==> config.mk <==
export PLATFORM = sky130hd
export DESIGN_NAME = operating_state_select_and_reference_select
export DESIGN_NICKNAME = d
export VERILOG_FILES = /design/src/dpll_select_pkg.sv /design/src/history_store.sv /design/src/operating_state_select_and_reference_select.sv
export SDC_FILE = /design/constraint.sdc
export NUM_CORES = 1
export LEC_CHECK = 0
export BUFFER_PORTS_ARGS = -buffer_cell sky130_fd_sc_hd__buf_2
export CORE_MARGIN = 2
export CORE_UTILIZATION = 25
export CTS_BUF_LIST = sky130_fd_sc_hd__clkbuf_8
export CTS_CLUSTER_DIAMETER = 50
export DETAILED_ROUTE_END_ITERATION = 16
export GPL_TIMING_DRIVEN = 0
export PLACE_DENSITY = 0.41
export SETUP_SLACK_MARGIN = 0.15
export SYNTH_ARGS = -nofsm -noshare
export SYNTH_HDL_FRONTEND = slang
export SYNTH_SLANG_ARGS = --single-unit
==> constraint.sdc <==
create_clock -name core_clk -period 15.3 [get_ports core_clk]
set_input_delay 3.06 -clock core_clk [delete_from_list [all_inputs] [get_ports core_clk]]
set_output_delay 3.06 -clock core_clk [all_outputs]
set_load 0.03 [all_outputs]
==> src/dpll_select_pkg.sv <==
package dpll_select_pkg;

	// ----------------------------------------
	// Sizes
	// ----------------------------------------
	localparam int NUM_INPUTS = 8;
	localparam int SEL_W = 3;
	localparam int PRIO_W = 4;
	localparam int OFFSET_W = 32;
	localparam int ADDR_W = 8;

	// ----------------------------------------
	// Register byte offsets
	// ----------------------------------------
	localparam logic [ADDR_W-1:0] CHANNEL_CONTROL_0_ADDR = 8'h00;
	localparam logic [ADDR_W-1:0] REFERENCE_MODE_ADDR = 8'h04;
	localparam logic [ADDR_W-1:0] INPUT_ENABLE_ADDR = 8'h08;
	localparam logic [ADDR_W-1:0] INPUT_PRIORITY_ADDR = 8'h0C;
	localparam logic [ADDR_W-1:0] INPUT_GROUP_ADDR = 8'h10;
	localparam logic [ADDR_W-1:0] REFERENCE_CHOICE_ADDR = 8'h14;
	localparam logic [ADDR_W-1:0] HOLDOVER_CONFIG_ADDR = 8'h18;
	localparam logic [ADDR_W-1:0] CHANNEL_CONTROL_2_ADDR = 8'h1C;
	localparam logic [ADDR_W-1:0] MANUAL_HOLDOVER_ADDR = 8'h20;
	localparam logic [ADDR_W-1:0] STATUS_ADDR = 8'h24;
	localparam logic [ADDR_W-1:0] HOLDOVER_VALUE_ADDR = 8'h28;

	// ----------------------------------------
	// Field positions
	// ----------------------------------------
	localparam int CTL_STATE_LSB = 0;   // operating_state_select [2:0]
	localparam int CTL_REVERTIVE_BIT = 3;
	localparam int CTL_COMBO_BIT = 4;
	localparam int HO_ADVANCED_BIT = 0; // holdover_config
	localparam int HO_RATE_LSB = 8;     // holdover_history_rate [13:8]
	localparam int HO_FILTER_BW_LSB = 16; // holdover_filter_bandwidth [21:16]
	localparam int CHOICE_MANUAL_LSB = 0;
	localparam int CHOICE_FOLLOWER_LSB = 4;
	localparam int CTL2_BW_LSB = 0;     // loop bandwidth index [3:0]
	localparam int CTL2_DAMP_LSB = 8;   // damping index [10:8]
	localparam int ST_STATE_LSB = 0;
	localparam int ST_SEL_LSB = 4;
	localparam int ST_AVAIL_BIT = 7;
	localparam int ST_QUAL_LSB = 8;

	// ----------------------------------------
	// Reset values
	// ----------------------------------------
	localparam logic [7:0] CONTROL_0_RESET = 8'h00;
	localparam logic [NUM_INPUTS-1:0] INPUT_ENABLE_RESET = 8'hFF;
	localparam logic [31:0] PRIORITY_RESET = 32'h7654_3210;
	localparam logic [31:0] GROUP_RESET = 32'h0000_0000;
	localparam logic [3:0] BW_RESET = 4'h0;
	localparam logic [2:0] DAMP_RESET = 3'h0;
	localparam logic [5:0] HISTORY_RATE_RESET = 6'h01;

	// ----------------------------------------
	// Timing
	// ----------------------------------------
	localparam int CLOCK_HZ = 200_000_000;
	localparam int HISTORY_STEP_S = 1;
	localparam int HISTORY_STEP_CYCLES = HISTORY_STEP_S * CLOCK_HZ;

	// ----------------------------------------
	// Encodings
	// ----------------------------------------
	typedef enum logic [2:0] {
		OP_AUTOMATIC = 3'h0,
		OP_FORCED_LOCKED = 3'h1,
		OP_FORCED_FREERUN = 3'h2,
		OP_FORCED_HOLDOVER = 3'h3,
		OP_MANUAL_HOLDOVER = 3'h4
	} op_select_t;

	typedef enum logic [3:0] {
		REF_AUTOMATIC = 4'h0,
		REF_MANUAL = 4'h1,
		REF_PIN = 4'h2,
		REF_FOLLOWER = 4'h3,
		REF_PIN_FOLLOWER = 4'h4
	} ref_mode_t;

	typedef enum logic [2:0] {
		ST_FREERUN = 3'b000,
		ST_LOCK_ACQUIRE = 3'b001,
		ST_LOCKED = 3'b011,
		ST_HOLDOVER = 3'b010,
		ST_LOCK_RECOVER = 3'b110
	} loop_state_t;

	typedef enum logic [1:0] {
		SRC_OSCILLATOR = 2'h0,
		SRC_REFERENCE = 2'h1,
		SRC_HOLDOVER = 2'h2
	} loop_source_t;

endpackage : dpll_select_pkg

==> src/history_store.sv <==
module history_store
	import dpll_select_pkg::*;
(
	input wire logic core_clk,
	input wire logic reset,
	input wire logic wr_en,
	input wire logic wr_addr,
	input wire logic [OFFSET_W-1:0] wr_data,
	input wire logic rd_addr,
	output logic [OFFSET_W-1:0] rd_data
);

	logic [OFFSET_W-1:0] slot_mem [2];

	// Slot write
	always_ff @(posedge core_clk) begin
		if (wr_en) begin
			slot_mem[wr_addr] <= wr_data;
		end
	end

	// Registered read port
	always_ff @(posedge core_clk or posedge reset) begin
		if (reset) begin
			rd_data <= '0;
		end else begin
			rd_data <= slot_mem[rd_addr];
		end
	end

endmodule : history_store

==> src/operating_state_select_and_reference_select.sv <==
// Contract
// - Free-run output from oscillator only
// - Combo follower free-run uses leader input
// - Locked output tracks selected reference
// - Programmable bandwidth and damping while locked
// - Holdover when all available references invalid
// - Simple or advanced holdover source selectable
// - Two history slots, older loaded on entry
// - History interval 0 to 63 seconds
// - Forced holdover ignores valid references
// - Manual holdover uses software offset value
// - Any input selectable, independent per channel
// - Reference mode codes decode, rest reserved
// - Automatic picks enabled valid highest priority
// - Manual selects by register or pins
// - Manual invalid input forces holdover
// - Follower uses only designated input
// - Pin follower switches on pin status
// - Non-revertive default, leave only when invalid
// - Revertive moves up, not within group
// - Automatic, forced locked/free-run/holdover settings
// - Reset free-run, acquire, then locked
// - Holdover to recover, recover back to holdover
// - Acquire returns free-run without references
//
// Implementation choices: the register offsets and register access over APB.
module operating_state_select_and_reference_select
	import dpll_select_pkg::*;
#(
	parameter int STEP_CYCLES = HISTORY_STEP_CYCLES
)
(
	input wire logic core_clk,
	input wire logic reset,
	input wire logic psel,
	input wire logic penable,
	input wire logic pwrite,
	input wire logic [ADDR_W-1:0] paddr,
	input wire logic [31:0] pwdata,
	input wire logic [3:0] pstrb,
	output logic [31:0] prdata,
	output logic pready,
	output logic pslverr,
	input wire logic [NUM_INPUTS-1:0] ref_valid,
	input wire logic [SEL_W-1:0] pin_manual_select_0,
	input wire logic pin_follower_status,
	input wire logic lock_detect,
	input wire logic [OFFSET_W-1:0] current_offset,
	input wire logic [OFFSET_W-1:0] filtered_offset,
	input wire logic [OFFSET_W-1:0] leader_offset,
	output logic [2:0] loop_state,
	output logic [1:0] loop_source,
	output logic [SEL_W-1:0] selected_ref,
	output logic ref_available,
	output logic [OFFSET_W-1:0] holdover_offset,
	output logic [OFFSET_W-1:0] freerun_offset,
	output logic integrator_load,
	output logic [3:0] loop_bandwidth,
	output logic [2:0] loop_damping,
	output logic [5:0] holdover_filter_bandwidth
);

	// ----------------------------------------
	// Registers
	// ----------------------------------------
	logic [7:0] control_0_reg;
	logic [3:0] reference_mode_select_reg;
	logic [NUM_INPUTS-1:0] input_enable_reg;
	logic [31:0] input_priority_table_reg;
	logic [31:0] input_group_reg;
	logic [7:0] reference_choice_reg;
	logic holdover_advanced_reg;
	logic [5:0] holdover_history_rate_reg;
	logic [5:0] holdover_filter_bw_reg;
	logic [3:0] bandwidth_reg;
	logic [2:0] damping_reg;
	logic [OFFSET_W-1:0] manual_holdover_offset_reg;
	logic [31:0] prdata_reg;
	logic pslverr_reg;
	loop_state_t state_reg, state_next;
	logic [SEL_W-1:0] selected_reg;
	logic [OFFSET_W-1:0] holdover_offset_reg;
	logic [OFFSET_W-1:0] freerun_offset_reg;
	logic load_pending_reg;
	logic integrator_load_reg;
	logic [31:0] step_count_reg;
	logic [5:0] interval_count_reg;
	logic slot_ptr_reg;

	logic [NUM_INPUTS-1:0] qualified;
	logic [SEL_W-1:0] best_idx;
	logic best_found;
	logic [SEL_W-1:0] sel_next;
	logic avail;
	logic switching;
	logic holdover_entry;
	logic history_write;
	logic step_tick;
	logic [OFFSET_W-1:0] older_slot;
	logic wr_access;
	logic setup_phase;
	op_select_t op_select;
	logic revertive;

	assign op_select = op_select_t'(control_0_reg[CTL_STATE_LSB +: 3]);
	assign revertive = control_0_reg[CTL_REVERTIVE_BIT];
	assign setup_phase = psel & ~penable;
	assign wr_access = psel & penable & pwrite;

	// Byte-lane merge of a write into a register word
	function automatic logic [31:0] merge(input logic [31:0] old, input logic [31:0] wd, input logic [3:0] strb);
		logic [31:0] res;
		res = old;
		for (int b = 0; b < 4; b++) begin
			if (strb[b]) begin
				res[b*8 +: 8] = wd[b*8 +: 8];
			end
		end
		return res;
	endfunction : merge

	function automatic logic [PRIO_W-1:0] prio_of(input logic [31:0] tbl, input logic [SEL_W-1:0] idx);
		return tbl[idx*PRIO_W +: PRIO_W];
	endfunction : prio_of

	// ----------------------------------------
	// APB write side
	// ----------------------------------------
	logic [31:0] wmerged;
	always_comb begin
		wmerged = 32'h0000_0000;
		if (paddr == CHANNEL_CONTROL_0_ADDR) begin
			wmerged = merge({24'h000000, control_0_reg}, pwdata, pstrb);
		end else if (paddr == REFERENCE_MODE_ADDR) begin
			wmerged = merge({28'h0000000, reference_mode_select_reg}, pwdata, pstrb);
		end else if (paddr == INPUT_ENABLE_ADDR) begin
			wmerged = merge({24'h000000, input_enable_reg}, pwdata, pstrb);
		end else if (paddr == INPUT_PRIORITY_ADDR) begin
			wmerged = merge(input_priority_table_reg, pwdata, pstrb);
		end else if (paddr == INPUT_GROUP_ADDR) begin
			wmerged = merge(input_group_reg, pwdata, pstrb);
		end else if (paddr == REFERENCE_CHOICE_ADDR) begin
			wmerged = merge({24'h000000, reference_choice_reg}, pwdata, pstrb);
		end else if (paddr == HOLDOVER_CONFIG_ADDR) begin
			wmerged = merge({10'h000, holdover_filter_bw_reg, 2'h0, holdover_history_rate_reg,
				7'h00, holdover_advanced_reg}, pwdata, pstrb);
		end else if (paddr == CHANNEL_CONTROL_2_ADDR) begin
			wmerged = merge({21'h000000, damping_reg, 4'h0, bandwidth_reg}, pwdata, pstrb);
		end else if (paddr == MANUAL_HOLDOVER_ADDR) begin
			wmerged = merge(manual_holdover_offset_reg, pwdata, pstrb);
		end
	end

	// Configuration registers, reset to defaults
	always_ff @(posedge core_clk or posedge reset) begin
		if (reset) begin
			control_0_reg <= CONTROL_0_RESET;
			reference_mode_select_reg <= REF_AUTOMATIC;
			input_enable_reg <= INPUT_ENABLE_RESET;
			input_priority_table_reg <= PRIORITY_RESET;
			input_group_reg <= GROUP_RESET;
			reference_choice_reg <= 8'h00;
			holdover_advanced_reg <= 1'b0;
			holdover_history_rate_reg <= HISTORY_RATE_RESET;
			holdover_filter_bw_reg <= 6'h00;
			bandwidth_reg <= BW_RESET;
			damping_reg <= DAMP_RESET;
			manual_holdover_offset_reg <= '0;
		end else if (wr_access) begin
			if (paddr == CHANNEL_CONTROL_0_ADDR) begin
				control_0_reg <= wmerged[7:0];
			end else if (paddr == REFERENCE_MODE_ADDR) begin
				reference_mode_select_reg <= wmerged[3:0];
			end else if (paddr == INPUT_ENABLE_ADDR) begin
				input_enable_reg <= wmerged[NUM_INPUTS-1:0];
			end else if (paddr == INPUT_PRIORITY_ADDR) begin
				input_priority_table_reg <= wmerged;
			end else if (paddr == INPUT_GROUP_ADDR) begin
				input_group_reg <= wmerged;
			end else if (paddr == REFERENCE_CHOICE_ADDR) begin
				reference_choice_reg <= {1'b0, wmerged[CHOICE_FOLLOWER_LSB +: SEL_W], 1'b0,
					wmerged[CHOICE_MANUAL_LSB +: SEL_W]};
			end else if (paddr == HOLDOVER_CONFIG_ADDR) begin
				holdover_advanced_reg <= wmerged[HO_ADVANCED_BIT];
				holdover_history_rate_reg <= wmerged[HO_RATE_LSB +: 6];
				holdover_filter_bw_reg <= wmerged[HO_FILTER_BW_LSB +: 6];
			end else if (paddr == CHANNEL_CONTROL_2_ADDR) begin
				bandwidth_reg <= wmerged[CTL2_BW_LSB +: 4];
				damping_reg <= wmerged[CTL2_DAMP_LSB +: 3];
			end else if (paddr == MANUAL_HOLDOVER_ADDR) begin
				manual_holdover_offset_reg <= wmerged;
			end
		end
	end

	// ----------------------------------------
	// APB read side, sampled in setup phase
	// ----------------------------------------
	always_ff @(posedge core_clk or posedge reset) begin
		if (reset) begin
			prdata_reg <= 32'h0000_0000;
			pslverr_reg <= 1'b0;
		end else if (setup_phase) begin
			pslverr_reg <= 1'b0;
			prdata_reg <= 32'h0000_0000;
			if (paddr == CHANNEL_CONTROL_0_ADDR) begin
				prdata_reg <= {24'h000000, control_0_reg};
			end else if (paddr == REFERENCE_MODE_ADDR) begin
				prdata_reg <= {28'h0000000, reference_mode_select_reg};
			end else if (paddr == INPUT_ENABLE_ADDR) begin
				prdata_reg <= {24'h000000, input_enable_reg};
			end else if (paddr == INPUT_PRIORITY_ADDR) begin
				prdata_reg <= input_priority_table_reg;
			end else if (paddr == INPUT_GROUP_ADDR) begin
				prdata_reg <= input_group_reg;
			end else if (paddr == REFERENCE_CHOICE_ADDR) begin
				prdata_reg <= {24'h000000, reference_choice_reg};
			end else if (paddr == HOLDOVER_CONFIG_ADDR) begin
				prdata_reg <= {10'h000, holdover_filter_bw_reg, 2'h0, holdover_history_rate_reg,
					7'h00, holdover_advanced_reg};
			end else if (paddr == CHANNEL_CONTROL_2_ADDR) begin
				prdata_reg <= {21'h000000, damping_reg, 4'h0, bandwidth_reg};
			end else if (paddr == MANUAL_HOLDOVER_ADDR) begin
				prdata_reg <= manual_holdover_offset_reg;
			end else if (paddr == STATUS_ADDR) begin
				prdata_reg <= {16'h0000, qualified, avail, selected_reg, 1'b0, state_reg};
				pslverr_reg <= pwrite; // Status is read-only
			end else if (paddr == HOLDOVER_VALUE_ADDR) begin
				prdata_reg <= holdover_offset_reg;
				pslverr_reg <= pwrite;
			end else begin
				pslverr_reg <= 1'b1; // Unmapped
			end
		end
	end

	assign pready = 1'b1;
	assign prdata = prdata_reg;
	assign pslverr = pslverr_reg & psel & penable;

	// ----------------------------------------
	// Reference selection
	// ----------------------------------------
	// Qualified inputs: enabled and reported valid
	genvar gi;
	generate
		for (gi = 0; gi < NUM_INPUTS; gi++) begin : g_qual
			assign qualified[gi] = input_enable_reg[gi] & ref_valid[gi];
		end
	endgenerate

	// Best qualified input, lower priority value wins, ties to lower index
	always_comb begin
		best_idx = '0;
		best_found = 1'b0;
		for (int i = 0; i < NUM_INPUTS; i++) begin
			if (qualified[i] && (!best_found ||
				prio_of(input_priority_table_reg, SEL_W'(i)) < prio_of(input_priority_table_reg, best_idx))) begin
				best_idx = SEL_W'(i);
				best_found = 1'b1;
			end
		end
	end

	// Next reference and availability per reference mode
	always_comb begin
		logic cur_ok;
		logic better;
		logic same_group;
		logic [3:0] grp_best;
		logic [3:0] grp_cur;
		cur_ok = qualified[selected_reg];
		grp_best = input_group_reg[best_idx*4 +: 4];
		grp_cur = input_group_reg[selected_reg*4 +: 4];
		same_group = (grp_best != 4'h0) && (grp_best == grp_cur);
		better = prio_of(input_priority_table_reg, best_idx) < prio_of(input_priority_table_reg, selected_reg);
		sel_next = selected_reg;
		avail = 1'b0;
		case (reference_mode_select_reg)
			REF_MANUAL: begin
				sel_next = reference_choice_reg[CHOICE_MANUAL_LSB +: SEL_W];
				avail = ref_valid[sel_next];
			end
			REF_PIN: begin
				sel_next = pin_manual_select_0;
				avail = ref_valid[sel_next];
			end
			REF_FOLLOWER: begin
				sel_next = reference_choice_reg[CHOICE_FOLLOWER_LSB +: SEL_W];
				avail = ref_valid[sel_next];
			end
			REF_AUTOMATIC, REF_PIN_FOLLOWER: begin
				if (reference_mode_select_reg == REF_PIN_FOLLOWER && pin_follower_status) begin
					sel_next = reference_choice_reg[CHOICE_FOLLOWER_LSB +: SEL_W];
					avail = ref_valid[sel_next];
				end else if (!cur_ok) begin
					sel_next = best_idx;
					avail = best_found;
				end else begin
					avail = 1'b1;
					if (revertive && better && !same_group) begin
						sel_next = best_idx;
					end
				end
			end
			default: begin
				avail = 1'b0; // Reserved codes select nothing
			end
		endcase
	end

	assign switching = avail && (sel_next != selected_reg);

	// Selected reference, held while none is available
	always_ff @(posedge core_clk or posedge reset) begin
		if (reset) begin
			selected_reg <= '0;
		end else if (avail) begin
			selected_reg <= sel_next;
		end
	end

	// ----------------------------------------
	// Operating state machine
	// ----------------------------------------
	always_comb begin
		state_next = state_reg;
		case (op_select)
			OP_FORCED_LOCKED: begin
				state_next = ST_LOCKED;
			end
			OP_FORCED_FREERUN: begin
				state_next = ST_FREERUN;
			end
			OP_FORCED_HOLDOVER, OP_MANUAL_HOLDOVER: begin
				state_next = ST_HOLDOVER;
			end
			default: begin
				case (state_reg)
					ST_FREERUN: begin
						if (avail) begin
							state_next = ST_LOCK_ACQUIRE;
						end
					end
					ST_LOCK_ACQUIRE: begin
						if (!avail) begin
							state_next = ST_FREERUN;
						end else if (lock_detect && !switching) begin
							state_next = ST_LOCKED;
						end
					end
					ST_LOCKED: begin
						if (!avail) begin
							state_next = ST_HOLDOVER;
						end else if (switching) begin
							state_next = ST_LOCK_RECOVER;
						end
					end
					ST_HOLDOVER: begin
						if (avail) begin
							state_next = ST_LOCK_RECOVER;
						end
					end
					ST_LOCK_RECOVER: begin
						if (!avail) begin
							state_next = ST_HOLDOVER;
						end else if (lock_detect && !switching) begin
							state_next = ST_LOCKED;
						end
					end
					default: begin
						state_next = ST_FREERUN;
					end
				endcase
			end
		endcase
	end

	always_ff @(posedge core_clk or posedge reset) begin
		if (reset) begin
			state_reg <= ST_FREERUN;
		end else begin
			state_reg <= state_next;
		end
	end

	assign holdover_entry = (state_next == ST_HOLDOVER) && (state_reg != ST_HOLDOVER);

	// ----------------------------------------
	// Holdover history
	// ----------------------------------------
	// One-second step counter
	always_ff @(posedge core_clk or posedge reset) begin
		if (reset) begin
			step_count_reg <= 32'h0000_0000;
		end else if (step_count_reg >= 32'(STEP_CYCLES - 1)) begin
			step_count_reg <= 32'h0000_0000;
		end else begin
			step_count_reg <= step_count_reg + 32'h0000_0001;
		end
	end

	assign step_tick = (step_count_reg >= 32'(STEP_CYCLES - 1));

	// Interval in steps; zero saves every cycle
	always_ff @(posedge core_clk or posedge reset) begin
		if (reset) begin
			interval_count_reg <= 6'h00;
		end else if (state_reg != ST_LOCKED || history_write) begin
			interval_count_reg <= 6'h00;
		end else if (step_tick) begin
			interval_count_reg <= interval_count_reg + 6'h01;
		end
	end

	assign history_write = (state_reg == ST_LOCKED) && ((holdover_history_rate_reg == 6'h00) ||
		(step_tick && interval_count_reg + 6'h01 >= holdover_history_rate_reg));

	// Write pointer always addresses the older slot
	always_ff @(posedge core_clk or posedge reset) begin
		if (reset) begin
			slot_ptr_reg <= 1'b0;
		end else if (history_write) begin
			slot_ptr_reg <= ~slot_ptr_reg;
		end
	end

	history_store u_history (
		.core_clk(core_clk),
		.reset(reset),
		.wr_en(history_write),
		.wr_addr(slot_ptr_reg),
		.wr_data(filtered_offset),
		.rd_addr(slot_ptr_reg),
		.rd_data(older_slot)
	);

	// ----------------------------------------
	// Holdover value and integrator load
	// ----------------------------------------
	always_ff @(posedge core_clk or posedge reset) begin
		if (reset) begin
			holdover_offset_reg <= '0;
			load_pending_reg <= 1'b0;
			integrator_load_reg <= 1'b0;
		end else begin
			load_pending_reg <= 1'b0;
			integrator_load_reg <= 1'b0;
			if (op_select == OP_MANUAL_HOLDOVER) begin
				holdover_offset_reg <= manual_holdover_offset_reg;
			end else if (holdover_entry && !holdover_advanced_reg) begin
				holdover_offset_reg <= current_offset;
				integrator_load_reg <= 1'b1;
			end else if (holdover_entry) begin
				load_pending_reg <= 1'b1; // Older slot arrives next cycle
			end else if (load_pending_reg) begin
				holdover_offset_reg <= older_slot;
				integrator_load_reg <= 1'b1;
			end
		end
	end

	// Free-run offset: zero, or the leader's input in combo
	always_ff @(posedge core_clk or posedge reset) begin
		if (reset) begin
			freerun_offset_reg <= '0;
		end else if (control_0_reg[CTL_COMBO_BIT]) begin
			freerun_offset_reg <= leader_offset;
		end else begin
			freerun_offset_reg <= '0;
		end
	end

	// ----------------------------------------
	// Outputs
	// ----------------------------------------
	always_comb begin
		case (state_reg)
			ST_HOLDOVER: loop_source = SRC_HOLDOVER;
			ST_FREERUN: loop_source = SRC_OSCILLATOR;
			default: loop_source = SRC_REFERENCE;
		endcase
	end

	assign loop_state = state_reg;
	assign selected_ref = selected_reg;
	assign ref_available = avail;
	assign holdover_offset = holdover_offset_reg;
	assign freerun_offset = freerun_offset_reg;
	assign integrator_load = integrator_load_reg;
	assign loop_bandwidth = bandwidth_reg;
	assign loop_damping = damping_reg;
	assign holdover_filter_bandwidth = holdover_filter_bw_reg;

endmodule : operating_state_select_and_reference_select

==> results of run 1 <==
stage by stage:
stage / power, mW / instances / TNS (ns) / utilization [%]
floorplan: 1.53 / 2131 / -19.38 / -
global placement: 1.79 / 3475 / -294.47 / 28.8
detailed placement: 1.80 / 3480 / -132.53 / 29.0
CTS: 2.80 / 3680 / -27.76 / 31.9
global route: 2.90 / 3713 / -59.38 / 32.5
finish: 2.78 / 3714 / -36.02 / 32.5
Yosys cell counts, types with 11 or more instances:
| master | instances |
|---|---|
| dfstp_2 | 21 |
| a21o_1 | 18 |
| o22ai_1 | 12 |
| a22oi_1 | 40 |
| nand4_1 | 16 |
| and2_1 | 48 |
| a211oi_1 | 33 |
| nand2b_1 | 11 |
| inv_1 | 36 |
| dfrtp_1 | 297 |
| mux2i_1 | 29 |
| nand2_1 | 278 |
| buf_4 | 12 |
| clkbuf_1 | 101 |
| mux2_2 | 59 |
| a31oi_1 | 11 |
| nor3b_1 | 40 |
| o21ai_0 | 175 |
| ha_1 | 32 |
| and3_1 | 19 |
| o221a_1 | 34 |
| a21oi_1 | 207 |
| xnor2_1 | 20 |
| buf_2 | 11 |
| o21a_1 | 11 |
| a221oi_1 | 12 |
| edfxtp_1 | 64 |
| nor2_1 | 190 |
| nor3_1 | 30 |
| nand3_1 | 44 |
| xor2_1 | 17 |
| mux4_2 | 21 |
power by group through the flow:
stage	clock, mW	combinational [mW]	sequential (mW)
2_1_floorplan	0	0.265	1.27
3_3_place_gp	0	0.566	1.22
3_5_place_dp	0	0.573	1.22
4_1_cts	0.998	0.598	1.21
5_1_grt	1.05	0.647	1.21
6_report	0.971	0.612	1.20
placed cells by master (no fill, tap or decap), types with 16 or more instances in the layout:
cell type / Yosys / final
dfrtp_1: 297 / 297
buf_2: 11 / 277
nand2_1: 278 / 268
a21oi_1: 207 / 184
nor2_1: 190 / 176
o21ai_0: 175 / 165
buf_4: 12 / 113
clkbuf_1: 101 / 99
clkbuf_8: 0 / 80
edfxtp_1: 64 / 64
mux2_2: 59 / 58
inv_1: 36 / 57
and2_1: 48 / 46
nand3_1: 44 / 40
a22oi_1: 40 / 40
nor3b_1: 40 / 39
a211oi_1: 33 / 32
o221a_1: 34 / 32
mux2i_1: 29 / 29
nor3_1: 30 / 26
ha_1: 32 / 25
mux4_2: 21 / 21
dfstp_2: 21 / 21
xnor2_1: 20 / 20
a21oi_2: 1 / 19
a21o_1: 18 / 18
and3_1: 19 / 17
xor2_1: 17 / 17
nand4_1: 16 / 16
cell type report:
class	instances	area [µm²]
Fill cell	8629	55400
Multi-Input combinational cell	1573	10700
Sequential cell	382	9910
Timing Repair Buffer	386	2380
Tap cell	1070	1340
Clock buffer	79	1090
Buffer	139	742
Clock inverter	46	280
Inverter	37	149
Antenna cell	2	5.00
worst paths after layout:
kind	start	endpoint	slack, ns	cells past startpoint
setup / recovery	ref_valid[1]	holdover_offset[27]	-1.12	84
hold / removal	u_history.slot_mem[0][31]	u_history.rd_data[31]	0.47	1
setup reg to reg	input_priority_table_reg[1]	holdover_offset[27]	-0.17	86
hold reg to reg	u_history.slot_mem[0][31]	u_history.rd_data[31]	0.47	1
max in group asynchronous	reset	input_group_reg[20]	11.19	4
min in group asynchronous	reset	freerun_offset[29]	2.49	2
routing by layer:
layer	share of wire, %	up-vias	routed length [µm]
met1	46	10100	44200
met2	44	853	42000
li1	-	8752	-
met5	0.043	-	41
met3	7.1	127	6760
met4	2.3	6	2180
logic make-up after synthesis:
logic type	synth area share [%]
AOI/OAI and AO/OA	21.4
xor gates and xnor gates	1.57
adders and majority gates	1.94
buffers and inverters	3.76
DFF	48.0
muxes	7.38
other	0.0364
and+or+nand+nor	15.9
worst max-delay path, delay by kind of cell:
kind | cells | cell delay [ns]
AO/OA/AOI/OAI | 43 | 7.14
AND/OR/NAND/NOR | 23 | 2.96
adder cells (fa/ha/maj) | 7 | 2.08
buffers and inverters | 11 | 1.61
what timing repair did:
action / in CTS / in global routing
endpoints found under the setup margin: 40 / 40
gates resized for setup: 94 / 45
pin swaps: 44 / 80
buffers inserted: 73 / 31
cloned: 2 / 1
==> metrics.md, run 1 <==
| Metric | Value |
|---|---|
| CP max FO | `10` |
| Tmin final | `about 16 ns` |
| CTS Buf Count | `68` |
| Synthesized instance count | `approximately 2100` |
| Synthesis warning total | `0` |
| DR iter-0 viols | `1916` |
| Most flop-heavy register | `u_history.slot_mem` |
| Chip height | `a little under 300 µm` |
| Critical path's most frequent cell | `a21oi_2` |
| Sequential power share | `43.2%` |
| CTS tree | `done` |
| Maxcap violations | `0` |
| Global-route wire length before repair | `138000 µm` |
| EDFF count, synth | `64` |
| Die ar. | `84900 µm²` |
| Fin. Hold Viols | `0` |
| Cts hold-fix bufs | `0` |
| WL per Instance | `between 20 and 30 µm` |
| Internal | `1.84 mW` |
| # DRC | `0` |
| Area Overhead vs Synth | `28.9%` |
| Max VDD drop | `0.0000814 V` |
| Num rows | `between 100 and 150` |
| CP arrival | `between 15 and 20 ns` |
| Setup Slack @ Placement | `-3.72 ns` |
| DIE WIDTH | `291 µm` |
| Power Density | `105 nW/µm²` |
| RD Place Congestion | `0.917` |
| Post-synth top area share | `36.0%` |
| GRT met3 Usage | `4.04%` |
| Antenna violations before repair | `5` |
| Final period utilization | `107%` |
| Largest register FFs | `64` |
| Gr busiest metal | `met2` |
| RSZ-0062 raised after global routing | `true` |
| Pin count of the biggest net entering global routing | `121` |
| Post-synth top flop | `dfrtp_1` |
| Hpwl dp | `73500 µm` |
| Dpl cell area | `between 20000 and 25000 µm²` |
| Via density | `roughly 5.3` |
| Classification of the worst setup path | `in2reg` |
| CTS Buffer Depth | `3` |
| Worst slew margin relative to its limit | `5.39%` |
| Switching share of power | `34.0%` |
| Synth cell types | `97` |
| Maximum clock rate | `0.0609 GHz` |
| Vias in the first global route | `19700` |
| Setup crit end kind | `flip-flop` |
| Post-route ant nets | `0` |
| H-tree Lvls | `3` |
| GRT Util Overall | `a little over a fifth` |
| Via count | `19800` |
| Status | `finished with violations` |
| Clock share of power | `around a third` |
| Met1 usage | `31.8%` |
| Sw Pwr | `roughly 950 µW` |
| Hold_ws | `0.471 ns` |
| Failing checks | `setup timing` |
| Fin. max-slew vios | `0` |
| Synthesized area | `around 21000 µm²` |
| Min setup slack post-route | `-1.12 ns` |
| Worst path max stage delay | `approximately 0.43 ns` |
| Worst-Margin Slew | `1.38 ns` |
| Req. time, crit path | `15.82 ns` |
| Met2 usage | `between 30 and 40%` |
| Leakage power | `11.3 nW` |
| Combinational share of power | `22.0%` |
| 1st-pass router iterations | `5` |
| Starting density of the core | `25.2%` |
| # nets final | `roughly 2800` |
| Ranking of synthesized cells by area | `dfrtp_1 36%, edfxtp_1 9.3%, nand2_1 5.1%, a21oi_1 5.0%, o21ai_0 4.2%` |
| CP Launch Type | `input pin` |
| Root Buffer Master | `clkbuf_8` |
| Routed wire length | `around 95000 µm` |
| CP max stage cell | `a2111o_1` |
| Core area | `82000 µm²` |
| Sequential cell area fraction in the yosys report | `48.0%` |
| Share of post-route cells with drive strength above 1 | `between 20% and 30%` |
| Synth area leader | `dfrtp_1` |
| Clock latency on the worst-skew pair | `0.66 ns` |
| Io pins | `279` |
| Sink Count | `382` |
| Hold WC Path Type | `reg2reg` |
| Final Setup Violations | `35` |
| Port bufs | `274` |
| Post-synthesis average cell area | `9.71 µm²` |
| Clock skew | `0.0378 ns` |
| Gr ovfl total | `0` |
| Synth async-reset ratio | `between 80 and 90%` |
| Design Area, Final | `between 20000 and 30000 µm²` |
| Worst-path clk slew | `0.06 ns` |
| Synthesis-stage register bit count | `382` |
Note: power is estimated with default switching activity, not from simulation.
==> run 2: changes to the inputs <==
GPL_TIMING_DRIVEN = not set   (was 0)
==> run 2 against run 1 <==
Against the previous run: flip-flop and latch count unchanged; critical path depth decreased by 6; global-route usage decreased by 1.1 points; via count decreased by 3.9%; die area unchanged; fmax increased by 5.1%; combinational power decreased by 3.4%; the run still ends with setup timing left; first-iteration DRC count decreased by 9.7%; hold slack got worse by 0.0034 ns; cell count decreased by 0.35%; setup slack improved by 0.79 ns.
==> metrics.md, run 2 (synthesis results as in run 1) <==
| Metric | Value |
|---|---|
| Status | `finished with violations (unchanged)` |
| Failing checks | `setup timing (unchanged)` |
| Setup Slack @ Placement | `-1.10 ns (was -3.72 ns)` |
| Dpl cell area | `24200 µm² (was 23800 µm²)` |
| CP arrival | `16.13 ns (was 16.93 ns)` |
| 1st-pass router iterations | `5 (unchanged)` |
| Gr busiest metal | `met2 (unchanged)` |
| Hold_ws | `0.468 ns (was 0.471 ns)` |
| Largest register FFs | `64 (unchanged)` |
| RD Place Congestion | `0.909 (was 0.917)` |
| Sequential power share | `42.4% (was 43.2%)` |
| Final Setup Violations | `32 (was 35)` |
| Most flop-heavy register | `u_history.slot_mem (unchanged)` |
| Critical path's most frequent cell | `a21oi_2 (unchanged)` |
| Layout Utilization | `32.7% (was 32.5%)` |
| Final period utilization | `102% (was 107%)` |
| Internal | `1.91 mW (was 1.84 mW)` |
| Commonest non-fill, non-tap cell in the layout | `dfrtp_1 (unchanged)` |
| Clock skew | `0.0491 ns (was 0.0378 ns)` |
| Share of post-route cells with drive strength above 1 | `32.7% (was 28.7%)` |
| Via count | `19000 (was 19800)` |
| Min setup slack post-route | `-0.326 ns (was -1.12 ns)` |
| Die ar. | `84900 µm² (unchanged)` |
| Root Buffer Master | `clkbuf_8 (unchanged)` |
| Via density | `5.14 (was 5.33)` |
| Worst-Margin Slew | `1.26 ns (was 1.38 ns)` |
| Cts hold-fix bufs | `0 (unchanged)` |
| Design Area, Final | `26800 µm² (was 26600 µm²)` |
| Tmin final | `15.63 ns (was 16.42 ns)` |
| Antenna violations before repair | `2 (was 5)` |
| DIE WIDTH | `291 µm (unchanged)` |
| Leakage power | `11.6 nW (was 11.3 nW)` |
| # nets final | `2758 (was 2777)` |
| Io pins | `279 (unchanged)` |
| Max VDD drop | `0.0000737 V (was 0.0000814 V)` |
| RSZ-0062 raised after global routing | `true (unchanged)` |
| DR iter-0 viols | `1730 (was 1916)` |
| CTS Buf Count | `74 (was 68)` |
| Hold WC Path Type | `reg2reg (unchanged)` |
| Worst slew margin relative to its limit | `15.9% (was 5.39%)` |
| Hpwl dp | `66600 µm (was 73500 µm)` |
| Maxcap violations | `0 (unchanged)` |
| Combinational share of power | `20.7% (was 22.0%)` |
| Global-route wire length before repair | `132000 µm (was 138000 µm)` |
| GRT met3 Usage | `3.73% (was 4.04%)` |
| Layout Cells excl Fill | `3701 (was 3714)` |
| H-tree Lvls | `3 (unchanged)` |
| Fin. max-slew vios | `0 (unchanged)` |
| Worst path max stage delay | `0.47 ns (was 0.43 ns)` |
| Sw Pwr | `939 µW (was 946 µW)` |
| Maximum clock rate | `0.0640 GHz (was 0.0609 GHz)` |
| Pin count of the biggest net entering global routing | `108 (was 121)` |
| Total Power | `2.85 mW (was 2.78 mW)` |
| Power Density | `106 nW/µm² (was 105 nW/µm²)` |
| Vias in the first global route | `19400 (was 19700)` |
| Port bufs | `277 (was 274)` |
| # DRC | `0 (unchanged)` |
| CP max stage cell | `a2111oi_0 (was a2111o_1)` |
| Starting density of the core | `25.2% (unchanged)` |
| Classification of the worst setup path | `in2reg (unchanged)` |
| Switching share of power | `32.9% (was 34.0%)` |
| GRT Util Overall | `20.8% (was 21.9%)` |
| Clock latency on the worst-skew pair | `0.67 ns (was 0.66 ns)` |
| CP max FO | `8 (was 10)` |
| Worst-path clk slew | `0.06 ns (about the same)` |
| Fin. Hold Viols | `0 (unchanged)` |
| CTS Buffer Depth | `3 (unchanged)` |
| Post-Route Setup TNS | `-9.57 ns (was -36.02 ns)` |
| Met1 usage | `29.6% (was 31.8%)` |
| Core area | `82000 µm² (unchanged)` |
| CTS tree | `done (unchanged)` |
| Clock share of power | `36.9% (was 34.9%)` |
| Commonest non-fill, non-tap cells in the layout | `297 x dfrtp_1, 276 x buf_2, 268 x nand2_1, 205 x buf_4, 184 x a21oi_1 (was 297 x dfrtp_1, 277 x buf_2, 268 x nand2_1, 184 x a21oi_1, 176 x nor2_1)` |
| CP Launch Type | `input pin (unchanged)` |
| Gr ovfl total | `0 (unchanged)` |
| Met2 usage | `32.6% (was 33.7%)` |
| Placed Cells | `3501 (was 3480)` |
| Post-route ant nets | `0 (unchanged)` |
| Chip height | `291 µm (unchanged)` |
| Sink Count | `382 (unchanged)` |
| Area Overhead vs Synth | `29.8% (was 28.9%)` |
| Routed wire length | `90000 µm (was 95200 µm)` |
| Setup crit end kind | `flip-flop (unchanged)` |
| Req. time, crit path | `15.81 ns (was 15.82 ns)` |
| Num rows | `105 (unchanged)` |
| WL per Instance | `24.3 µm (was 25.6 µm)` |
[run 2: cell types whose count changed in the layout (fill, tap and decap cells not counted), moves of 5 or more]
cell	delta
clkinv_1	-5
buf_4	+92
buf_8	-6
clkbuf_1	-99
clkbuf_8	+12
buf_1	-7
[run 2: final timing paths]
check | startpoint | endpoint | slack [ns] | cells past startpoint
min in group asynchronous | reset | freerun_offset[15] | 2.54 | 2
max in group asynchronous | reset | manual_holdover_offset_reg[19] | 10.42 | 4
min reg2reg | u_history.slot_mem[0][30] | u_history.rd_data[30] | 0.47 | 1
min | u_history.slot_mem[0][30] | u_history.rd_data[30] | 0.47 | 1
max reg2reg | input_priority_table_reg[1] | holdover_offset[30] | 0.56 | 80
max | ref_valid[1] | holdover_offset[30] | -0.33 | 78
[run 2: power by group through the flow]
stage / clock network (mW) / logic, mW / registers [mW]
floorplan: 0 / 0.265 / 1.27
global placement: 0 / 0.549 / 1.23
detailed placement: 0 / 0.555 / 1.23
CTS: 1.08 / 0.577 / 1.21
global route: 1.13 / 0.625 / 1.22
finish: 1.05 / 0.591 / 1.21
[run 2: final cells by class]
cell class,count,area (µm²)
Clock buffer,92,1270
Antenna cell,2,5.00
Timing Repair Buffer,499,3200
Inverter,37,149
Multi-Input combinational cell,1574,10700
Tap cell,1070,1340
Clock inverter,45,272
Sequential cell,382,9910
Fill cell,8589,55200
[run 2: worst max-delay path: cells and delay by family]
| kind | cells | cell delay (ns) |
|---|---|---|
| buf+inv | 10 | 1.26 |
| fa+ha+maj | 7 | 1.90 |
| simple gates | 21 | 2.44 |
| mux | 2 | 0.50 |
| compound gates | 38 | 6.95 |
[run 2: layer usage]
metal / wire length (µm) / up-vias
met5: 0 / -
met4: 1800 / 0
met3: 5580 / 105
met2: 40700 / 713
met1: 41900 / 9503
li1: - / 8712
[run 2: repair_timing]
action / 4_1_cts / 5_1_grt
pin swaps: 23 / 69
buffers inserted: 33 / 24
setup endpoints to repair: 34 / 40
gates cloned: 3 / 1
resized for setup: 35 / 82
==> run 3: changes to the inputs <==
RECOVER_POWER = 25   (was not set)
==> run 3 against run 2 <==
Against the previous run: clock skew about the same; hold slack better by 0.0019 ns; register-to-register slack hardly changed; first-iteration DRC count rose by 0.35%; clock-buffer cell count is the same; the run ends with capacitance limit, slew limit, setup timing left; non-clock buffer count did not move.
==> metrics.md, run 3 (synthesis results as in run 1) <==
| Metric | Value |
|---|---|
| Post-Route Setup TNS | `-9.38 ns (was -9.57 ns)` |
| DR iter-0 viols | `1736 (was 1730)` |
| Multi-input gate area | `10700 µm² (unchanged)` |
| Status | `finished with violations (unchanged)` |
| Classification of the worst setup path | `in2reg (unchanged)` |
| Via density | `5.12 (was 5.14)` |
| Worst slew margin relative to its limit | `-233% (was 15.9%)` |
| Leakage power | `11.5 nW (was 11.6 nW)` |
| CP Launch Type | `input pin (unchanged)` |
| # nets final | `2758 (unchanged)` |
| CTS tree | `done (unchanged)` |
| Most flop-heavy register | `u_history.slot_mem (unchanged)` |
| Largest register FFs | `64 (unchanged)` |
| Port bufs | `277 (unchanged)` |
| Fin. Hold Viols | `0 (unchanged)` |
| H-tree Lvls | `3 (unchanged)` |
| Hpwl dp | `66600 µm (unchanged)` |
| Maximum clock rate | `0.0640 GHz (about the same)` |
| Share of post-route cells with drive strength above 1 | `31.8% (was 32.7%)` |
| 1st-pass router iterations | `6 (was 5)` |
| Commonest non-fill, non-tap cell in the layout | `dfrtp_1 (unchanged)` |
| RSZ-0062 raised after global routing | `true (unchanged)` |
| CP max FO | `8 (unchanged)` |
| Worst path max stage delay | `0.47 ns (about the same)` |
| Hold Startpoint | `u_history.slot_mem[0][30] (unchanged)` |
| Worst Hold Depth | `1 (unchanged)` |
| Area Overhead vs Synth | `29.6% (was 29.8%)` |
| Routed wire length | `90000 µm (about the same)` |
| Clock skew | `0.0487 ns (was 0.0491 ns)` |
| CP max stage cell | `a2111oi_0 (unchanged)` |
| Post-route ant nets | `0 (unchanged)` |
| Layout Utilization | `32.7% (about the same)` |
| GRT Util Overall | `20.8% (unchanged)` |
| Dpl cell area | `24200 µm² (unchanged)` |
| Fin. max-slew vios | `144 (was 0)` |
| Io pins | `279 (unchanged)` |
| Reg2reg path depth | `80 (unchanged)` |
| Chip height | `291 µm (unchanged)` |
| Final Setup Violations | `32 (unchanged)` |
| Die ar. | `84900 µm² (unchanged)` |
| Worst-path clk slew | `0.06 ns (about the same)` |
| WL per Instance | `24.3 µm (about the same)` |
| Filler cells | `8594 (was 8589)` |
| Gr ovfl total | `0 (unchanged)` |
| Max VDD drop | `0.0000736 V (was 0.0000737 V)` |
| FF/Latch Area | `9910 µm² (unchanged)` |
| Core area | `82000 µm² (unchanged)` |
| Total Power | `2.85 mW (about the same)` |
| # DRC | `0 (unchanged)` |
| RD Place Congestion | `0.909 (unchanged)` |
| Commonest non-fill, non-tap cells in the layout | `297 x dfrtp_1, 268 x nand2_1, 260 x buf_2, 204 x buf_4, 184 x a21oi_1 (was 297 x dfrtp_1, 276 x buf_2, 268 x nand2_1, 205 x buf_4, 184 x a21oi_1)` |
| Layout Cells excl Fill | `3701 (unchanged)` |
| Hold WC Path Type | `reg2reg (unchanged)` |
| Maxcap violations | `2 (was 0)` |
| Antenna violations before repair | `2 (unchanged)` |
| DIE WIDTH | `291 µm (unchanged)` |
| CP arrival | `16.12 ns (was 16.13 ns)` |
| Via count | `19000 (about the same)` |
| Clock latency on the worst-skew pair | `0.67 ns (about the same)` |
| Vias in the first global route | `19400 (unchanged)` |
| Sink Count | `382 (unchanged)` |
| Worst-Margin Slew | `4.97 ns (was 1.26 ns)` |
| Root Buffer Master | `clkbuf_8 (unchanged)` |
| Failing checks | `capacitance limit, slew limit, setup timing (was setup timing)` |
| Tmin final | `15.62 ns (was 15.63 ns)` |
| Critical path's most frequent cell | `a21oi_2 (unchanged)` |
| CP startpoint | `ref_valid[1] (unchanged)` |
| Placed Cells | `3501 (unchanged)` |
| R2R Path Start | `input_priority_table_reg[1] (unchanged)` |
| Min setup slack post-route | `-0.320 ns (was -0.326 ns)` |
| CTS Buf Count | `74 (unchanged)` |
| Design Area, Final | `26800 µm² (about the same)` |
| Power Density | `107 nW/µm² (was 106 nW/µm²)` |
| Global-route wire length before repair | `132000 µm (unchanged)` |
| Req. time, crit path | `15.80 ns (was 15.81 ns)` |
| Reg2Reg Setup Slack | `0.57 ns (was 0.56 ns)` |
| Pin count of the biggest net entering global routing | `108 (unchanged)` |
| Starting density of the core | `25.2% (unchanged)` |
| Setup crit end kind | `flip-flop (unchanged)` |
| Hold Path Sink | `u_history.rd_data[30] (unchanged)` |
| Final period utilization | `102% (about the same)` |
| Worst R2R End | `holdover_offset[30] (unchanged)` |
| Num rows | `105 (unchanged)` |
| CTS Buffer Depth | `3 (unchanged)` |
==> run 3: report_power, final <==
| part | total [mW] | internal (mW) | switching, mW | leakage [nW] |
|---|---|---|---|---|
| logic | 0.590 | 0.227 | 0.363 | 5.90 |
| clock network | 1.05 | 0.580 | 0.472 | 0.874 |
| registers | 1.21 | 1.11 | 0.103 | 4.72 |
| total | 2.85 | 1.91 | 0.938 | 11.5 |
==> run 3: layer usage <==
layer | vias to the layer above | share of wire [%] | GRT usage, %
met3 | 115 | 6.1 | 3.73
met1 | 9458 | 47 | 29.6
met4 | 0 | 2.0 | 4.79
met5 | - | 0 | 0
li1 | 8706 | - | -
met2 | 677 | 45 | 32.6
==> run 3: how the worst max path moves through the flow <==
stage / end / slack (ns)
after detailed placement: holdover_offset[25] / -1.10
after global routing: holdover_offset[30] / -1.01
final: holdover_offset[30] / -0.32
after CTS: holdover_offset[6] / -0.33
after floorplan: holdover_offset[0] / -0.61
after global placement: holdover_offset[27] / -0.69
==> run 3: final cells by class <==
type	instances	area share, %
repair buffers	499	11.9
multi-input cells	1574	39.8
clock buffers	92	4.73
diodes	2	0.0187
inverters	37	0.533
flip-flops and latches	382	37.0
well taps	1070	5.00
clock inverters	45	1.01
==> run 3: timing repair <==
item,in CTS,in global routing
hold buffers,0,0
gates cloned,3,1
pin swaps,23,69
setup endpoints to repair,34,40
resized for setup,35,82
setup buffers,33,24
==> run 3: worst max-delay path, delay by kind of cell <==
kind,cells,cell delay [ns]
AOI/OAI and AO/OA,38,6.94
adders and majority gates,7,1.90
buffers and inverters,10,1.26
muxes,2,0.50
and+or+nand+nor,21,2.45
==> run 3: per-stage QoR <==
step           setup WS [ns]  hold slack [ns]
2_1_floorplan         -0.610            0.436
3_3_place_gp          -0.687            0.455
3_5_place_dp           -1.10            0.461
4_1_cts               -0.329            0.475
5_1_grt                -1.01            0.487
6_report              -0.320            0.470
